<file path="src/fmt_map.svh">
// Purpose: Offsets, field positions, reset values and timing counts of the tuning sequencer
// Assumes: 25 MHz system clock, registers one byte wide, one aligned word per register
// Notes:   Times are given in microseconds except pause durations, cycle counts are derived from them
`ifndef FMT_MAP_SVH
`define FMT_MAP_SVH

// Register indexes, byte address is four times the index
`define FMT_IDX_FLAGS      4'h0
`define FMT_IDX_MASK       4'h1
`define FMT_IDX_FSET_HIGH  4'h2
`define FMT_IDX_FSET_LOW   4'h3
`define FMT_IDX_CTRL_ONE   4'h4
`define FMT_IDX_CTRL_TWO   4'h5
`define FMT_IDX_FCHK_HIGH  4'h6
`define FMT_IDX_FCHK_LOW   4'h7
`define FMT_IDX_IF_RES     4'h8
`define FMT_IDX_LEVEL_RES  4'h9

// Flag and mask byte fields
`define FMT_F_BAND_LIMIT   0
`define FMT_F_TUNE_READY   1
`define FMT_F_PAUSE        2
`define FMT_F_LEVEL        3
`define FMT_F_IF_COUNT     4

// High frequency-set byte fields
`define FMT_B_SEARCH_SEL   7

// Tuner control one fields
`define FMT_B_AUDIO_MUTE   0
`define FMT_B_SEARCH_DIR   1
`define FMT_B_STOP_LVL     2
`define FMT_B_INJ_SIDE     4
`define FMT_B_AUTO_SIDE    5
`define FMT_B_BAND_JAPAN   6
`define FMT_B_RDS_UPDATE   7

// Tuner control two fields
`define FMT_B_HARD_MUTE    0
`define FMT_B_PAUSE_LVL    1
`define FMT_B_PAUSE_TIME   3

// Reset values
`define FMT_RST_FSET       14'h036b
`define FMT_RST_CTRL_ONE   8'h00
`define FMT_RST_CTRL_TWO   8'h00

// Band limits in 100 kHz raster units
`define FMT_BAND_EU_LOW    14'h036b
`define FMT_BAND_EU_HIGH   14'h0438
`define FMT_BAND_JP_LOW    14'h02f8
`define FMT_BAND_JP_HIGH   14'h0384

// IF offset limits in kHz
`define FMT_OFS_SEARCH_KHZ 5'h0c
`define FMT_OFS_PRESET_KHZ 5'h08

// Pause detector threshold base and step in dB
`define FMT_PAUSE_BASE_DB  8'h10
`define FMT_PAUSE_STEP_DB  8'h04

// Times in microseconds and derived cycle counts
`define FMT_CLK_MHZ        25
`define FMT_HOLD_US        15000
`define FMT_LEVEL_US       500
`define FMT_IF_UPD_US      30600
`define FMT_RDS_DWELL_US   2000
`define FMT_PRESET_DWELL_US 15600
`define FMT_STEP_DWELL_US  2000
`define FMT_HOLD_CYC       (`FMT_HOLD_US * `FMT_CLK_MHZ)
`define FMT_LEVEL_CYC      (`FMT_LEVEL_US * `FMT_CLK_MHZ)
`define FMT_IF_UPD_CYC     (`FMT_IF_UPD_US * `FMT_CLK_MHZ)
`define FMT_RDS_DWELL_CYC  (`FMT_RDS_DWELL_US * `FMT_CLK_MHZ)
`define FMT_PRESET_DWELL_CYC (`FMT_PRESET_DWELL_US * `FMT_CLK_MHZ)
`define FMT_STEP_DWELL_CYC (`FMT_STEP_DWELL_US * `FMT_CLK_MHZ)

// Minimum pause durations in reference clock periods
`define FMT_PAUSE_T0       16'h0028
`define FMT_PAUSE_T1       16'h0050
`define FMT_PAUSE_T2       16'h00a0
`define FMT_PAUSE_T3       16'h0140

`endif

</file>
<file path="src/fmt_pkg.sv">
// Purpose: Types shared by the tuning sequencer files
// Assumes: Nothing beyond the map header
// Notes:   State codes step in Gray order along the path through ST_RETURN
package fmt_pkg;

  typedef enum logic [2:0] {
    ST_IDLE    = 3'b000,
    ST_MEASURE = 3'b001,
    ST_RETURN  = 3'b011,
    ST_FINISH  = 3'b010
  } tune_state_t;

  typedef enum logic [1:0] {
    KIND_PRESET = 2'b00,
    KIND_SEARCH = 2'b01,
    KIND_RDS    = 2'b10
  } tune_kind_t;

endpackage : fmt_pkg

</file>
<file path="src/fmt_edge_sync.sv">
// Purpose: Bring the reference clock into the system clock and mark its rising edges
// Assumes: Input is asynchronous to clk
// Notes:   Three flops; a change counts once the second and third agree
`timescale 1ns/1ps
`default_nettype none

module fmt_edge_sync (
  input  wire logic clk,
  input  wire logic rst_n,
  input  wire logic async_in,
  output logic      rise
);

  logic [2:0] sync;
  logic       level;

  always_ff @(posedge clk) begin
    if (!rst_n) begin
      sync <= 3'h0;
    end else begin
      sync <= {sync[1:0], async_in};
    end
  end

  // Accept a new level only when the last two stages agree
  always_ff @(posedge clk) begin
    if (!rst_n) begin
      level <= 1'b0;
      rise  <= 1'b0;
    end else begin
      rise <= 1'b0;
      if (sync[1] == sync[2] && sync[2] != level) begin
        level <= sync[2];
        rise  <= sync[2];
      end
    end
  end

endmodule : fmt_edge_sync

`default_nettype wire

</file>
<file path="src/fm_tuning_search_sequencer.sv">
// Purpose: Search, preset and alternative-frequency sequencer with mute and pause detector
// Assumes: Analog front end reports level, IF count, IF offset and audio level on clk
// Notes:   Register port is a plain strobe port, read data one cycle after the read strobe
`timescale 1ns/1ps
`default_nettype none

`include "fmt_map.svh"

module fm_tuning_search_sequencer
  import fmt_pkg::*;
#(
  parameter int HOLD_CYC         = `FMT_HOLD_CYC,
  parameter int LEVEL_CYC        = `FMT_LEVEL_CYC,
  parameter int IF_UPD_CYC       = `FMT_IF_UPD_CYC,
  parameter int RDS_DWELL_CYC    = `FMT_RDS_DWELL_CYC,
  parameter int PRESET_DWELL_CYC = `FMT_PRESET_DWELL_CYC,
  parameter int STEP_DWELL_CYC   = `FMT_STEP_DWELL_CYC,
  parameter int CW               = 20
) (
  input  wire logic        clk,
  input  wire logic        rst_n,
  input  wire logic [5:0]  addr,
  input  wire logic [7:0]  wdata,
  input  wire logic        wr,
  input  wire logic        rd,
  output logic      [7:0]  rdata,
  input  wire logic        ref_clk_in,
  input  wire logic [3:0]  level_in,
  input  wire logic        if_ok_in,
  input  wire logic [4:0]  if_offset_khz,
  input  wire logic [6:0]  if_count_in,
  input  wire logic [7:0]  audio_db_in,
  output logic      [13:0] synth_freq,
  output logic             synth_load,
  output logic             injection_side,
  output logic             audio_mute_out,
  output logic             hard_mute_out,
  output logic             irq_out_n
);

  localparam logic [CW-1:0] HOLD_C   = CW'(HOLD_CYC);
  localparam logic [CW-1:0] LEVEL_C  = CW'(LEVEL_CYC);
  localparam logic [CW-1:0] IF_UPD_C = CW'(IF_UPD_CYC);
  localparam logic [CW-1:0] RDS_C    = CW'(RDS_DWELL_CYC);
  localparam logic [CW-1:0] PRESET_C = CW'(PRESET_DWELL_CYC);
  localparam logic [CW-1:0] STEP_C   = CW'(STEP_DWELL_CYC);

  // Register file
  logic [7:0]  irq_flag_byte;
  logic [7:0]  irq_mask_byte;
  logic [13:0] freq_set;
  logic        search_select;
  logic [7:0]  tuner_ctrl_one;
  logic [7:0]  tuner_ctrl_two;
  logic [13:0] freq_check;
  logic [6:0]  if_result_byte;
  logic [3:0]  level_result_byte;

  // Sequencer state
  tune_state_t state;
  tune_kind_t  kind;
  logic [CW-1:0] dwell_cnt;
  logic [CW-1:0] post_cnt;
  logic [13:0] orig_freq;
  logic        hold_mute;
  logic        done_bl;
  logic        done_if;

  // Pause detector
  logic        ref_tick;
  logic [15:0] pause_cnt;
  logic        pause_seen;

  // Decoded control bits
  logic       audio_mute;
  logic       search_direction;
  logic [1:0] stop_level;
  logic       auto_side_stop;
  logic       band_japan_sel;
  logic       hard_mute;
  logic [1:0] pause_level_sel;
  logic [1:0] pause_time_sel;

  assign audio_mute       = tuner_ctrl_one[`FMT_B_AUDIO_MUTE];
  assign search_direction = tuner_ctrl_one[`FMT_B_SEARCH_DIR];
  assign stop_level       = tuner_ctrl_one[`FMT_B_STOP_LVL +: 2];
  assign auto_side_stop   = tuner_ctrl_one[`FMT_B_AUTO_SIDE];
  assign band_japan_sel   = tuner_ctrl_one[`FMT_B_BAND_JAPAN];
  assign hard_mute        = tuner_ctrl_two[`FMT_B_HARD_MUTE];
  assign pause_level_sel  = tuner_ctrl_two[`FMT_B_PAUSE_LVL +: 2];
  assign pause_time_sel   = tuner_ctrl_two[`FMT_B_PAUSE_TIME +: 2];

  // Register strobes
  logic       addr_ok;
  logic [3:0] idx;
  logic       wr_fhigh;
  logic       trigger;
  logic       busy;

  assign addr_ok  = (addr[1:0] == 2'h0);
  assign idx      = addr[5:2];
  assign wr_fhigh = wr && addr_ok && idx == `FMT_IDX_FSET_HIGH;
  assign busy     = (state != ST_IDLE);
  assign trigger  = wr && addr_ok && !busy &&
                    (idx == `FMT_IDX_FSET_HIGH || idx == `FMT_IDX_FSET_LOW ||
                     idx == `FMT_IDX_CTRL_ONE  || idx == `FMT_IDX_CTRL_TWO);

  // Band edges and channel checks
  logic [13:0] band_low;
  logic [13:0] band_high;
  logic [3:0]  stop_adc;
  logic        level_ok;
  logic        if_valid;
  logic        at_limit;

  assign band_low  = band_japan_sel ? `FMT_BAND_JP_LOW  : `FMT_BAND_EU_LOW;
  assign band_high = band_japan_sel ? `FMT_BAND_JP_HIGH : `FMT_BAND_EU_HIGH;

  always_comb begin
    case (stop_level)
      2'h0:    stop_adc = 4'h3;
      2'h1:    stop_adc = 4'h5;
      2'h2:    stop_adc = 4'h7;
      default: stop_adc = 4'ha;
    endcase
  end

  assign level_ok = (level_in >= stop_adc);
  assign if_valid = if_ok_in && (if_offset_khz <= ((kind == KIND_SEARCH) ?
                    `FMT_OFS_SEARCH_KHZ : `FMT_OFS_PRESET_KHZ));
  assign at_limit = search_direction ? (synth_freq >= band_high)
                                     : (synth_freq <= band_low);

  // Next frequency for a search step, with the new frequency already loaded
  logic [13:0] next_freq;
  assign next_freq = search_direction ? synth_freq + 14'h0001
                                      : synth_freq - 14'h0001;

  // Control register writes
  always_ff @(posedge clk) begin
    if (!rst_n) begin
      irq_mask_byte  <= 8'h00;
      freq_set       <= `FMT_RST_FSET;
      search_select  <= 1'b0;
      tuner_ctrl_one <= `FMT_RST_CTRL_ONE;
      tuner_ctrl_two <= `FMT_RST_CTRL_TWO;
    end else if (wr && addr_ok) begin
      case (idx)
        `FMT_IDX_MASK:      irq_mask_byte <= wdata;
        `FMT_IDX_FSET_HIGH: begin
          search_select    <= wdata[`FMT_B_SEARCH_SEL];
          freq_set[13:8]   <= wdata[5:0];
        end
        `FMT_IDX_FSET_LOW:  freq_set[7:0] <= wdata;
        `FMT_IDX_CTRL_ONE:  tuner_ctrl_one <= wdata;
        `FMT_IDX_CTRL_TWO:  tuner_ctrl_two <= wdata;
        default: ;
      endcase
    end
  end

  // Injection side follows its control bit; a new frequency write retunes
  always_ff @(posedge clk) begin
    if (!rst_n) begin
      injection_side <= 1'b0;
    end else begin
      injection_side <= tuner_ctrl_one[`FMT_B_INJ_SIDE];
    end
  end

  // Tuning algorithm
  always_ff @(posedge clk) begin
    if (!rst_n) begin
      state      <= ST_IDLE;
      kind       <= KIND_PRESET;
      dwell_cnt  <= '0;
      synth_freq <= `FMT_RST_FSET;
      synth_load <= 1'b0;
      orig_freq  <= `FMT_RST_FSET;
      hold_mute  <= 1'b0;
      done_bl    <= 1'b0;
      done_if    <= 1'b0;
    end else begin
      synth_load <= 1'b0;
      case (state)
        ST_IDLE: begin
          if (trigger) begin
            orig_freq  <= synth_freq;
            hold_mute  <= 1'b0;
            synth_load <= 1'b1;
            state      <= ST_MEASURE;
            if (wr_fhigh ? wdata[`FMT_B_SEARCH_SEL] : search_select) begin
              kind      <= KIND_SEARCH;
              dwell_cnt <= STEP_C;
            end else if (tuner_ctrl_one[`FMT_B_RDS_UPDATE]) begin
              kind      <= KIND_RDS;
              dwell_cnt <= RDS_C;
            end else begin
              kind      <= KIND_PRESET;
              dwell_cnt <= PRESET_C;
            end
            // Start from the frequency being written in this same cycle
            if (idx == `FMT_IDX_FSET_HIGH) begin
              synth_freq <= {wdata[5:0], freq_set[7:0]};
            end else if (idx == `FMT_IDX_FSET_LOW) begin
              synth_freq <= {freq_set[13:8], wdata};
            end else begin
              synth_freq <= freq_set;
            end
          end
        end
        ST_MEASURE: begin
          if (dwell_cnt > 1) begin
            dwell_cnt <= dwell_cnt - 1'b1;
          end else begin
            case (kind)
              KIND_SEARCH: begin
                if (level_ok && if_valid) begin
                  done_bl <= at_limit;
                  done_if <= 1'b0;
                  state   <= ST_FINISH;
                end else if (level_ok && auto_side_stop) begin
                  done_bl   <= 1'b0;
                  done_if   <= 1'b1;
                  hold_mute <= 1'b1;
                  state     <= ST_FINISH;
                end else if (at_limit) begin
                  done_bl <= 1'b1;
                  done_if <= 1'b1;
                  state   <= ST_FINISH;
                end else begin
                  synth_freq <= next_freq;
                  synth_load <= 1'b1;
                  dwell_cnt  <= STEP_C;
                end
              end
              KIND_RDS: begin
                done_bl <= 1'b0;
                if (level_ok && if_valid) begin
                  done_if   <= 1'b0;
                  hold_mute <= 1'b1;
                  state     <= ST_FINISH;
                end else begin
                  done_if    <= 1'b1;
                  synth_freq <= orig_freq;
                  synth_load <= 1'b1;
                  state      <= ST_RETURN;
                end
              end
              default: begin
                done_bl   <= 1'b0;
                done_if   <= !if_valid;
                hold_mute <= auto_side_stop && level_ok && !if_valid;
                state     <= ST_FINISH;
              end
            endcase
          end
        end
        ST_RETURN: begin
          state <= ST_FINISH;
        end
        ST_FINISH: begin
          state <= ST_IDLE;
        end
        default: begin
          state <= ST_IDLE;
        end
      endcase
    end
  end

  // Time since completion; events at the level and IF update points
  logic finish;
  logic level_evt;
  logic if_evt;
  logic frozen;

  assign finish    = (state == ST_FINISH);
  assign level_evt = (post_cnt == LEVEL_C - 1'b1);
  assign if_evt    = (post_cnt == IF_UPD_C - 1'b1);
  assign frozen    = busy || (post_cnt < HOLD_C);

  always_ff @(posedge clk) begin
    if (!rst_n) begin
      post_cnt <= IF_UPD_C;
    end else if (trigger) begin
      post_cnt <= IF_UPD_C;
    end else if (finish) begin
      post_cnt <= '0;
    end else if (post_cnt < IF_UPD_C) begin
      post_cnt <= post_cnt + 1'b1;
    end
  end

  // Status registers: freq_check held while frozen except at finish; level and IF results load when idle past their points
  always_ff @(posedge clk) begin
    if (!rst_n) begin
      freq_check        <= `FMT_RST_FSET;
      if_result_byte    <= 7'h00;
      level_result_byte <= 4'h0;
    end else begin
      if (finish || !frozen) begin
        freq_check <= synth_freq;
      end
      if (!busy && post_cnt >= LEVEL_C - 1'b1) begin
        level_result_byte <= level_in;
      end
      if (!busy && post_cnt >= IF_UPD_C - 1'b1) begin
        if_result_byte <= if_count_in;
      end
    end
  end

  // Pause detector, timed on reference clock edges
  fmt_edge_sync u_ref_sync (
    .clk      (clk),
    .rst_n    (rst_n),
    .async_in (ref_clk_in),
    .rise     (ref_tick)
  );

  logic [7:0]  pause_thr;
  logic [15:0] pause_min;
  logic        pause_evt;

  assign pause_thr = `FMT_PAUSE_BASE_DB + `FMT_PAUSE_STEP_DB * {6'h00, pause_level_sel};

  always_comb begin
    case (pause_time_sel)
      2'h0:    pause_min = `FMT_PAUSE_T0;
      2'h1:    pause_min = `FMT_PAUSE_T1;
      2'h2:    pause_min = `FMT_PAUSE_T2;
      default: pause_min = `FMT_PAUSE_T3;
    endcase
  end

  assign pause_evt = ref_tick && !pause_seen && (pause_cnt + 16'h0001 >= pause_min);

  always_ff @(posedge clk) begin
    if (!rst_n) begin
      pause_cnt  <= 16'h0000;
      pause_seen <= 1'b0;
    end else if (audio_db_in >= pause_thr) begin
      pause_cnt  <= 16'h0000;
      pause_seen <= 1'b0;
    end else if (ref_tick && !pause_seen) begin
      pause_cnt  <= pause_cnt + 16'h0001;
      pause_seen <= pause_evt;
    end
  end

  // Flags: hardware set wins over the clear caused by reading the flag byte
  logic        flag_clr;
  logic [7:0]  flag_set;

  assign flag_clr = rd && addr_ok && idx == `FMT_IDX_FLAGS;

  always_comb begin
    flag_set = 8'h00;
    flag_set[`FMT_F_TUNE_READY] = finish;
    flag_set[`FMT_F_BAND_LIMIT] = finish && done_bl;
    flag_set[`FMT_F_IF_COUNT]   = (finish && done_if) ||
                                  (if_evt && !busy && !if_ok_in);
    flag_set[`FMT_F_LEVEL]      = level_evt && !busy && !level_ok;
    flag_set[`FMT_F_PAUSE]      = pause_evt;
  end

  always_ff @(posedge clk) begin
    if (!rst_n) begin
      irq_flag_byte <= 8'h00;
    end else begin
      irq_flag_byte <= (flag_clr ? 8'h00 : irq_flag_byte) | flag_set;
    end
  end

  // Interrupt and mute outputs
  always_ff @(posedge clk) begin
    if (!rst_n) begin
      irq_out_n      <= 1'b1;
      audio_mute_out <= 1'b0;
      hard_mute_out  <= 1'b0;
    end else begin
      irq_out_n      <= ~|(irq_flag_byte & irq_mask_byte);
      audio_mute_out <= audio_mute ||
                        (busy && kind != KIND_SEARCH) ||
                        (busy && auto_side_stop) ||
                        hold_mute;
      hard_mute_out  <= hard_mute;
    end
  end

  // Read port
  always_ff @(posedge clk) begin
    if (!rst_n) begin
      rdata <= 8'h00;
    end else if (rd && addr_ok) begin
      case (idx)
        `FMT_IDX_FLAGS:     rdata <= irq_flag_byte;
        `FMT_IDX_MASK:      rdata <= irq_mask_byte;
        `FMT_IDX_FSET_HIGH: rdata <= {search_select, 1'b0, freq_set[13:8]};
        `FMT_IDX_FSET_LOW:  rdata <= freq_set[7:0];
        `FMT_IDX_CTRL_ONE:  rdata <= tuner_ctrl_one;
        `FMT_IDX_CTRL_TWO:  rdata <= tuner_ctrl_two;
        `FMT_IDX_FCHK_HIGH: rdata <= {2'h0, freq_check[13:8]};
        `FMT_IDX_FCHK_LOW:  rdata <= freq_check[7:0];
        `FMT_IDX_IF_RES:    rdata <= {1'b0, if_result_byte};
        `FMT_IDX_LEVEL_RES: rdata <= {4'h0, level_result_byte};
        default:            rdata <= 8'h00;
      endcase
    end else begin
      rdata <= 8'h00;
    end
  end

endmodule : fm_tuning_search_sequencer

`default_nettype wire

</file>
<file path="config.mk">
export PLATFORM = sky130hd
export DESIGN_NAME = fm_tuning_search_sequencer
export DESIGN_NICKNAME = d
export VERILOG_FILES = /design/src/fmt_pkg.sv /design/src/fmt_edge_sync.sv /design/src/fm_tuning_search_sequencer.sv
export VERILOG_INCLUDE_DIRS = /design/src
export SDC_FILE = /design/constraint.sdc
export NUM_CORES = 1
export LEC_CHECK = 0
export ABC_AREA = 0
export BUFFER_PORTS_ARGS = -buffer_cell sky130_fd_sc_hd__clkbuf_2
export CAP_MARGIN = 20
export CORE_MARGIN = 3
export CORE_UTILIZATION = 63
export CTS_BUF_LIST = sky130_fd_sc_hd__clkbuf_4 sky130_fd_sc_hd__clkbuf_8
export DETAILED_ROUTE_END_ITERATION = 8
export GPL_ROUTABILITY_DRIVEN = 0
export PLACE_DENSITY = 0.83
export SLEW_MARGIN = 20
export SYNTH_ARGS = -nofsm -noshare
export SYNTH_HDL_FRONTEND = slang
export SYNTH_SLANG_ARGS = --single-unit
</file>
<file path="constraint.sdc">
create_clock -name clk -period 4.73 [get_ports clk]
set_clock_uncertainty 0.2 [all_clocks]
set_input_delay 0.2365 -clock clk [delete_from_list [all_inputs] [get_ports clk]]
set_output_delay 0.2365 -clock clk [all_outputs]
set_load 0.01 [all_outputs]
</file>
==> run_summary.xml <==
<?xml version="1.0" encoding="UTF-8"?>
<metrics>
  <group name="run_status">
    <metric name="outcome" unit="">finished, final reports clean</metric>
  </group>
  <group name="cts">
    <metric name="post_cts.resized_instances" unit="">0</metric>
    <metric name="cts.root.buffer_cell" unit="">sky130_fd_sc_hd__clkbuf_8</metric>
    <metric name="cts_tree" unit="">built</metric>
    <metric name="h_tree_levels" unit="">4</metric>
    <metric name="clock_latency" unit="ps">470</metric>
    <metric name="clkSlewWorstSetupHoldPaths" unit="ps">90</metric>
    <metric name="cts_made_buffers" unit="">17</metric>
    <metric name="cts_buffer_depth" unit="">2</metric>
    <metric name="clock-sinks" unit="">179</metric>
  </group>
  <group name="critical_path">
    <metric name="critPathRequiredTime" unit="ps">4840</metric>
    <metric name="worst-setup-path-type" unit="">register to register</metric>
    <metric name="arrival" unit="ps">4110</metric>
    <metric name="worstPathMaxFanout" unit="">22</metric>
    <metric name="critPathCaptureType" unit="">register</metric>
    <metric name="start_kind" unit="">register</metric>
  </group>
  <group name="logic_synthesis">
    <metric name="synth-xor-area-share" unit="%">4.55</metric>
    <metric name="postSynth.topFlopCell" unit="">sky130_fd_sc_hd__dfxtp_1</metric>
    <metric name="synth-async-reset-ratio" unit="%">0</metric>
    <metric name="synth_top_cell_by_area" unit="">sky130_fd_sc_hd__dfxtp_1</metric>
    <metric name="yosys.area.top_type_share" unit="%">36.5</metric>
    <metric name="synth_simple_gate_area_share" unit="%">24.5</metric>
    <metric name="syn-cell-area" unit="mm2">0.00982</metric>
    <metric name="synth_adder_area_share" unit="%">6.07</metric>
    <metric name="netlist_top_cells_area" unit="">sky130_fd_sc_hd__dfxtp_1 (37%), sky130_fd_sc_hd__nand2_1 (6.0%), sky130_fd_sc_hd__ha_1 (5.9%), sky130_fd_sc_hd__a21oi_1 (5.3%), sky130_fd_sc_hd__mux2i_1 (5.0%)</metric>
    <metric name="synth_area_per_cell" unit="um2">8.01</metric>
    <metric name="main_combinational_cell_family_by_area_after_synthesis" unit="">simple AND/OR/NAND/NOR gates</metric>
    <metric name="ys.warnings.count" unit="">0</metric>
    <metric name="yosysUniqueCellTypes" unit="">77</metric>
    <metric name="yosys-mux-area-fraction" unit="%">5.80</metric>
    <metric name="post_synth_edffs" unit="">0</metric>
    <metric name="synth_seq_cells" unit="">179</metric>
    <metric name="synth-compound-area-share" unit="%">18.2</metric>
    <metric name="syn-instance-count" unit="">1225</metric>
    <metric name="sequential_area_share_after_synthesis" unit="%">36.5</metric>
    <metric name="net_count_synth" unit="">1316</metric>
  </group>
  <group name="sta">
    <metric name="final_max_slew_viol_count" unit="">0</metric>
    <metric name="final-setup-viol-count" unit="">0</metric>
    <metric name="timing.final.crit_period" unit="ps">4000</metric>
    <metric name="setup_total_negative_slack" unit="ps">0</metric>
    <metric name="max_slew_margin" unit="%">34.7</metric>
    <metric name="setup_repair_after_global_routing_missed_its_margin" unit="">no</metric>
    <metric name="hold_viol" unit="">0</metric>
    <metric name="timing.fmax" unit="MHz">250</metric>
    <metric name="fin_hold_ws" unit="ps">37.1</metric>
    <metric name="tightest_slew" unit="ps">979</metric>
    <metric name="period_utilization" unit="%">84.5</metric>
    <metric name="finalWorstSetupSlack" unit="ps">731</metric>
  </group>
  <group name="floorplanning">
    <metric name="die_width" unit="um">131</metric>
    <metric name="floorplan.initialDensity" unit="%">66.0</metric>
    <metric name="design.die.area" unit="mm2">0.0171</metric>
    <metric name="floorplan.core_area" unit="mm2">0.0149</metric>
    <metric name="rows" unit="">44</metric>
    <metric name="dieHeight" unit="um">131</metric>
    <metric name="number_of_ports_placed_on_the_die_boundary" unit="">71</metric>
  </group>
  <group name="route">
    <metric name="drtPass1Iterations" unit="">5</metric>
    <metric name="avgViaCountPerCell" unit="">6.29</metric>
    <metric name="routed_wirelength" unit="mm">26.7</metric>
    <metric name="drc" unit="">0</metric>
    <metric name="total_number_of_vias" unit="">9274</metric>
    <metric name="drt_first_iter_violations" unit="">948</metric>
    <metric name="wirelength_per_cell" unit="um">18.1</metric>
    <metric name="antenna_viol_nets_final" unit="">0</metric>
  </group>
  <group name="cells_and_area">
    <metric name="n_antenna_cell" unit="">0</metric>
    <metric name="final-instance-count-excl-fill" unit="">1475</metric>
    <metric name="most_frequent_cells_in_the_layout" unit="">sky130_fd_sc_hd__dfxtp_1 (179), sky130_fd_sc_hd__nand2_1 (157), sky130_fd_sc_hd__nor2_1 (115), sky130_fd_sc_hd__a21oi_1 (102), sky130_fd_sc_hd__nand3_1 (91)</metric>
    <metric name="area_growth" unit="%">10.7</metric>
    <metric name="final_common_cell" unit="">sky130_fd_sc_hd__dfxtp_1</metric>
    <metric name="nets" unit="">1370</metric>
    <metric name="fillers" unit="">1147</metric>
    <metric name="final_layout_size_suffix_gt1_share" unit="%">11.7</metric>
  </group>
  <group name="job">
    <metric name="max-cap-violations" unit="">0</metric>
  </group>
  <group name="power">
    <metric name="leakage_power" unit="nW">4.24</metric>
    <metric name="peakVddDrop" unit="mV">0.240</metric>
    <metric name="power_density_normalized_to_cell_area" unit="mW/mm2">276</metric>
    <metric name="post-layout-total-power" unit="mW">3.00</metric>
  </group>
  <group name="grt">
    <metric name="grt_util_all_layers" unit="%">30.9</metric>
    <metric name="grt_first_pass_wirelength" unit="mm">42.2</metric>
    <metric name="initial_antenna_violation_count" unit="">0</metric>
    <metric name="via_count_of_the_first_global_routing_pass" unit="">8418</metric>
    <metric name="grt_max_degree" unit="">63</metric>
    <metric name="global_route.overflow_total" unit="">0</metric>
  </group>
  <group name="placed_design">
    <metric name="port-buffer-count" unit="">70</metric>
    <metric name="detailed_place_hpwl" unit="mm">17.8</metric>
    <metric name="placed_cells_incl_taps" unit="">1422</metric>
    <metric name="post-place-ws" unit="ps">790</metric>
  </group>
  <group name="worst_hold_path">
    <metric name="timing.hold.worst.class" unit="">input pin to register</metric>
  </group>
</metrics>
==> what timing repair did <==
item                      in CTS  in global routing
hold endpoints to repair      52                  0
hold buffers                  22                  0
buffers inserted               0                  0
==> sequential cells by signal (all words and copies together) (netlist names), 2 cells and up <==
signal,cells
irq_flag_byte,5
freq_check,14
kind,2
freq_set,14
pause_cnt,16
tuner_ctrl_two,8
dwell_cnt,20
if_result_byte,7
tuner_ctrl_one,8
state,2
level_result_byte,4
orig_freq,14
irq_mask_byte,8
rdata,8
post_cnt,20
synth_freq,14
u_ref_sync.sync,3
==> cell type report <==
cell class                 count  area (um2)  share of cell area, %
multi-input combinational    941        5830                   53.7
sequential                   179        3580                   33.0
clock buffer                  24         305                   2.81
timing repair buffer         104         661                   6.08
inverter                      36         135                   1.24
tap                          184         230                   2.12
clock inverter                 7         121                   1.12
==> worst max-delay path: stages (launching register included) <==
cell                        delay [ps]
sky130_fd_sc_hd__dfxtp_1           360
sky130_fd_sc_hd__inv_1              60
sky130_fd_sc_hd__ha_1              290
sky130_fd_sc_hd__ha_1              310
sky130_fd_sc_hd__or3b_2            470
sky130_fd_sc_hd__a311oi_4          420
sky130_fd_sc_hd__nand3_2           240
sky130_fd_sc_hd__o211ai_2          260
sky130_fd_sc_hd__a2111oi_2          70
sky130_fd_sc_hd__or3_1             770
sky130_fd_sc_hd__o21ai_1           280
sky130_fd_sc_hd__o221ai_2          110
==> metal layers <==
layer	part of all wire, %	track usage [%]
met1	43	41.4
met5	0	0
met3	8.4	6.71
met4	2.3	10.2
met2	46	50.0
==> kinds of logic (layout without fill, tap and decap cells) <==
logic type | Yosys count | in the layout
DFF | 179 | 179
muxes | 56 | 56
adders and majority gates | 47 | 47
xor gates and xnor gates | 51 | 51
buffers and inverters | 105 | 171
and+or+nand+nor | 502 | 502
AOI/OAI and AO/OA | 285 | 285
==> cell usage after synthesis, drive strengths merged (12+ instances only) <==
cell,count
xor2,34
nor2,116
a21oi,105
a31oi,14
nand4,14
mux2i,49
ha,46
nand2b,20
o21ai,76
nand2,157
inv,36
and2,12
nor2b,15
nand3,92
clkbuf,58
dfxtp,179
nor3,23
xnor2,17
==> through the flow <==
stage / util, % / instance area (um2)
6_report: 73.1 / 10900
5_1_grt: 73.1 / 10900
4_1_cts: 73.1 / 10900
3_5_place_dp: 68.7 / 10200
3_3_place_gp: 68.7 / 10200
2_1_floorplan: - / 9820
==> power by group <==
part,internal [mW],switching (mW)
combinational,0.119,0.195
clock,0.588,0.545
sequential,1.53,0.0244
total,2.24,0.764
==> final timing paths <==
check / end / cells after the start / slack [ps] / from
min: done_if$_SDFFE_PN0P_ / 5 / 40 / if_offset_khz[3]
max reg2reg: synth_freq[9]$_SDFFE_PN1P_ / 11 / 730 / kind[1]$_SDFFE_PN0P_
max: synth_freq[9]$_SDFFE_PN1P_ / 11 / 730 / kind[1]$_SDFFE_PN0P_
min reg2reg: u_ref_sync.sync[1]$_SDFF_PN0_ / 1 / 240 / u_ref_sync.sync[0]$_SDFF_PN0_
(Power assumes the default switching activity.)
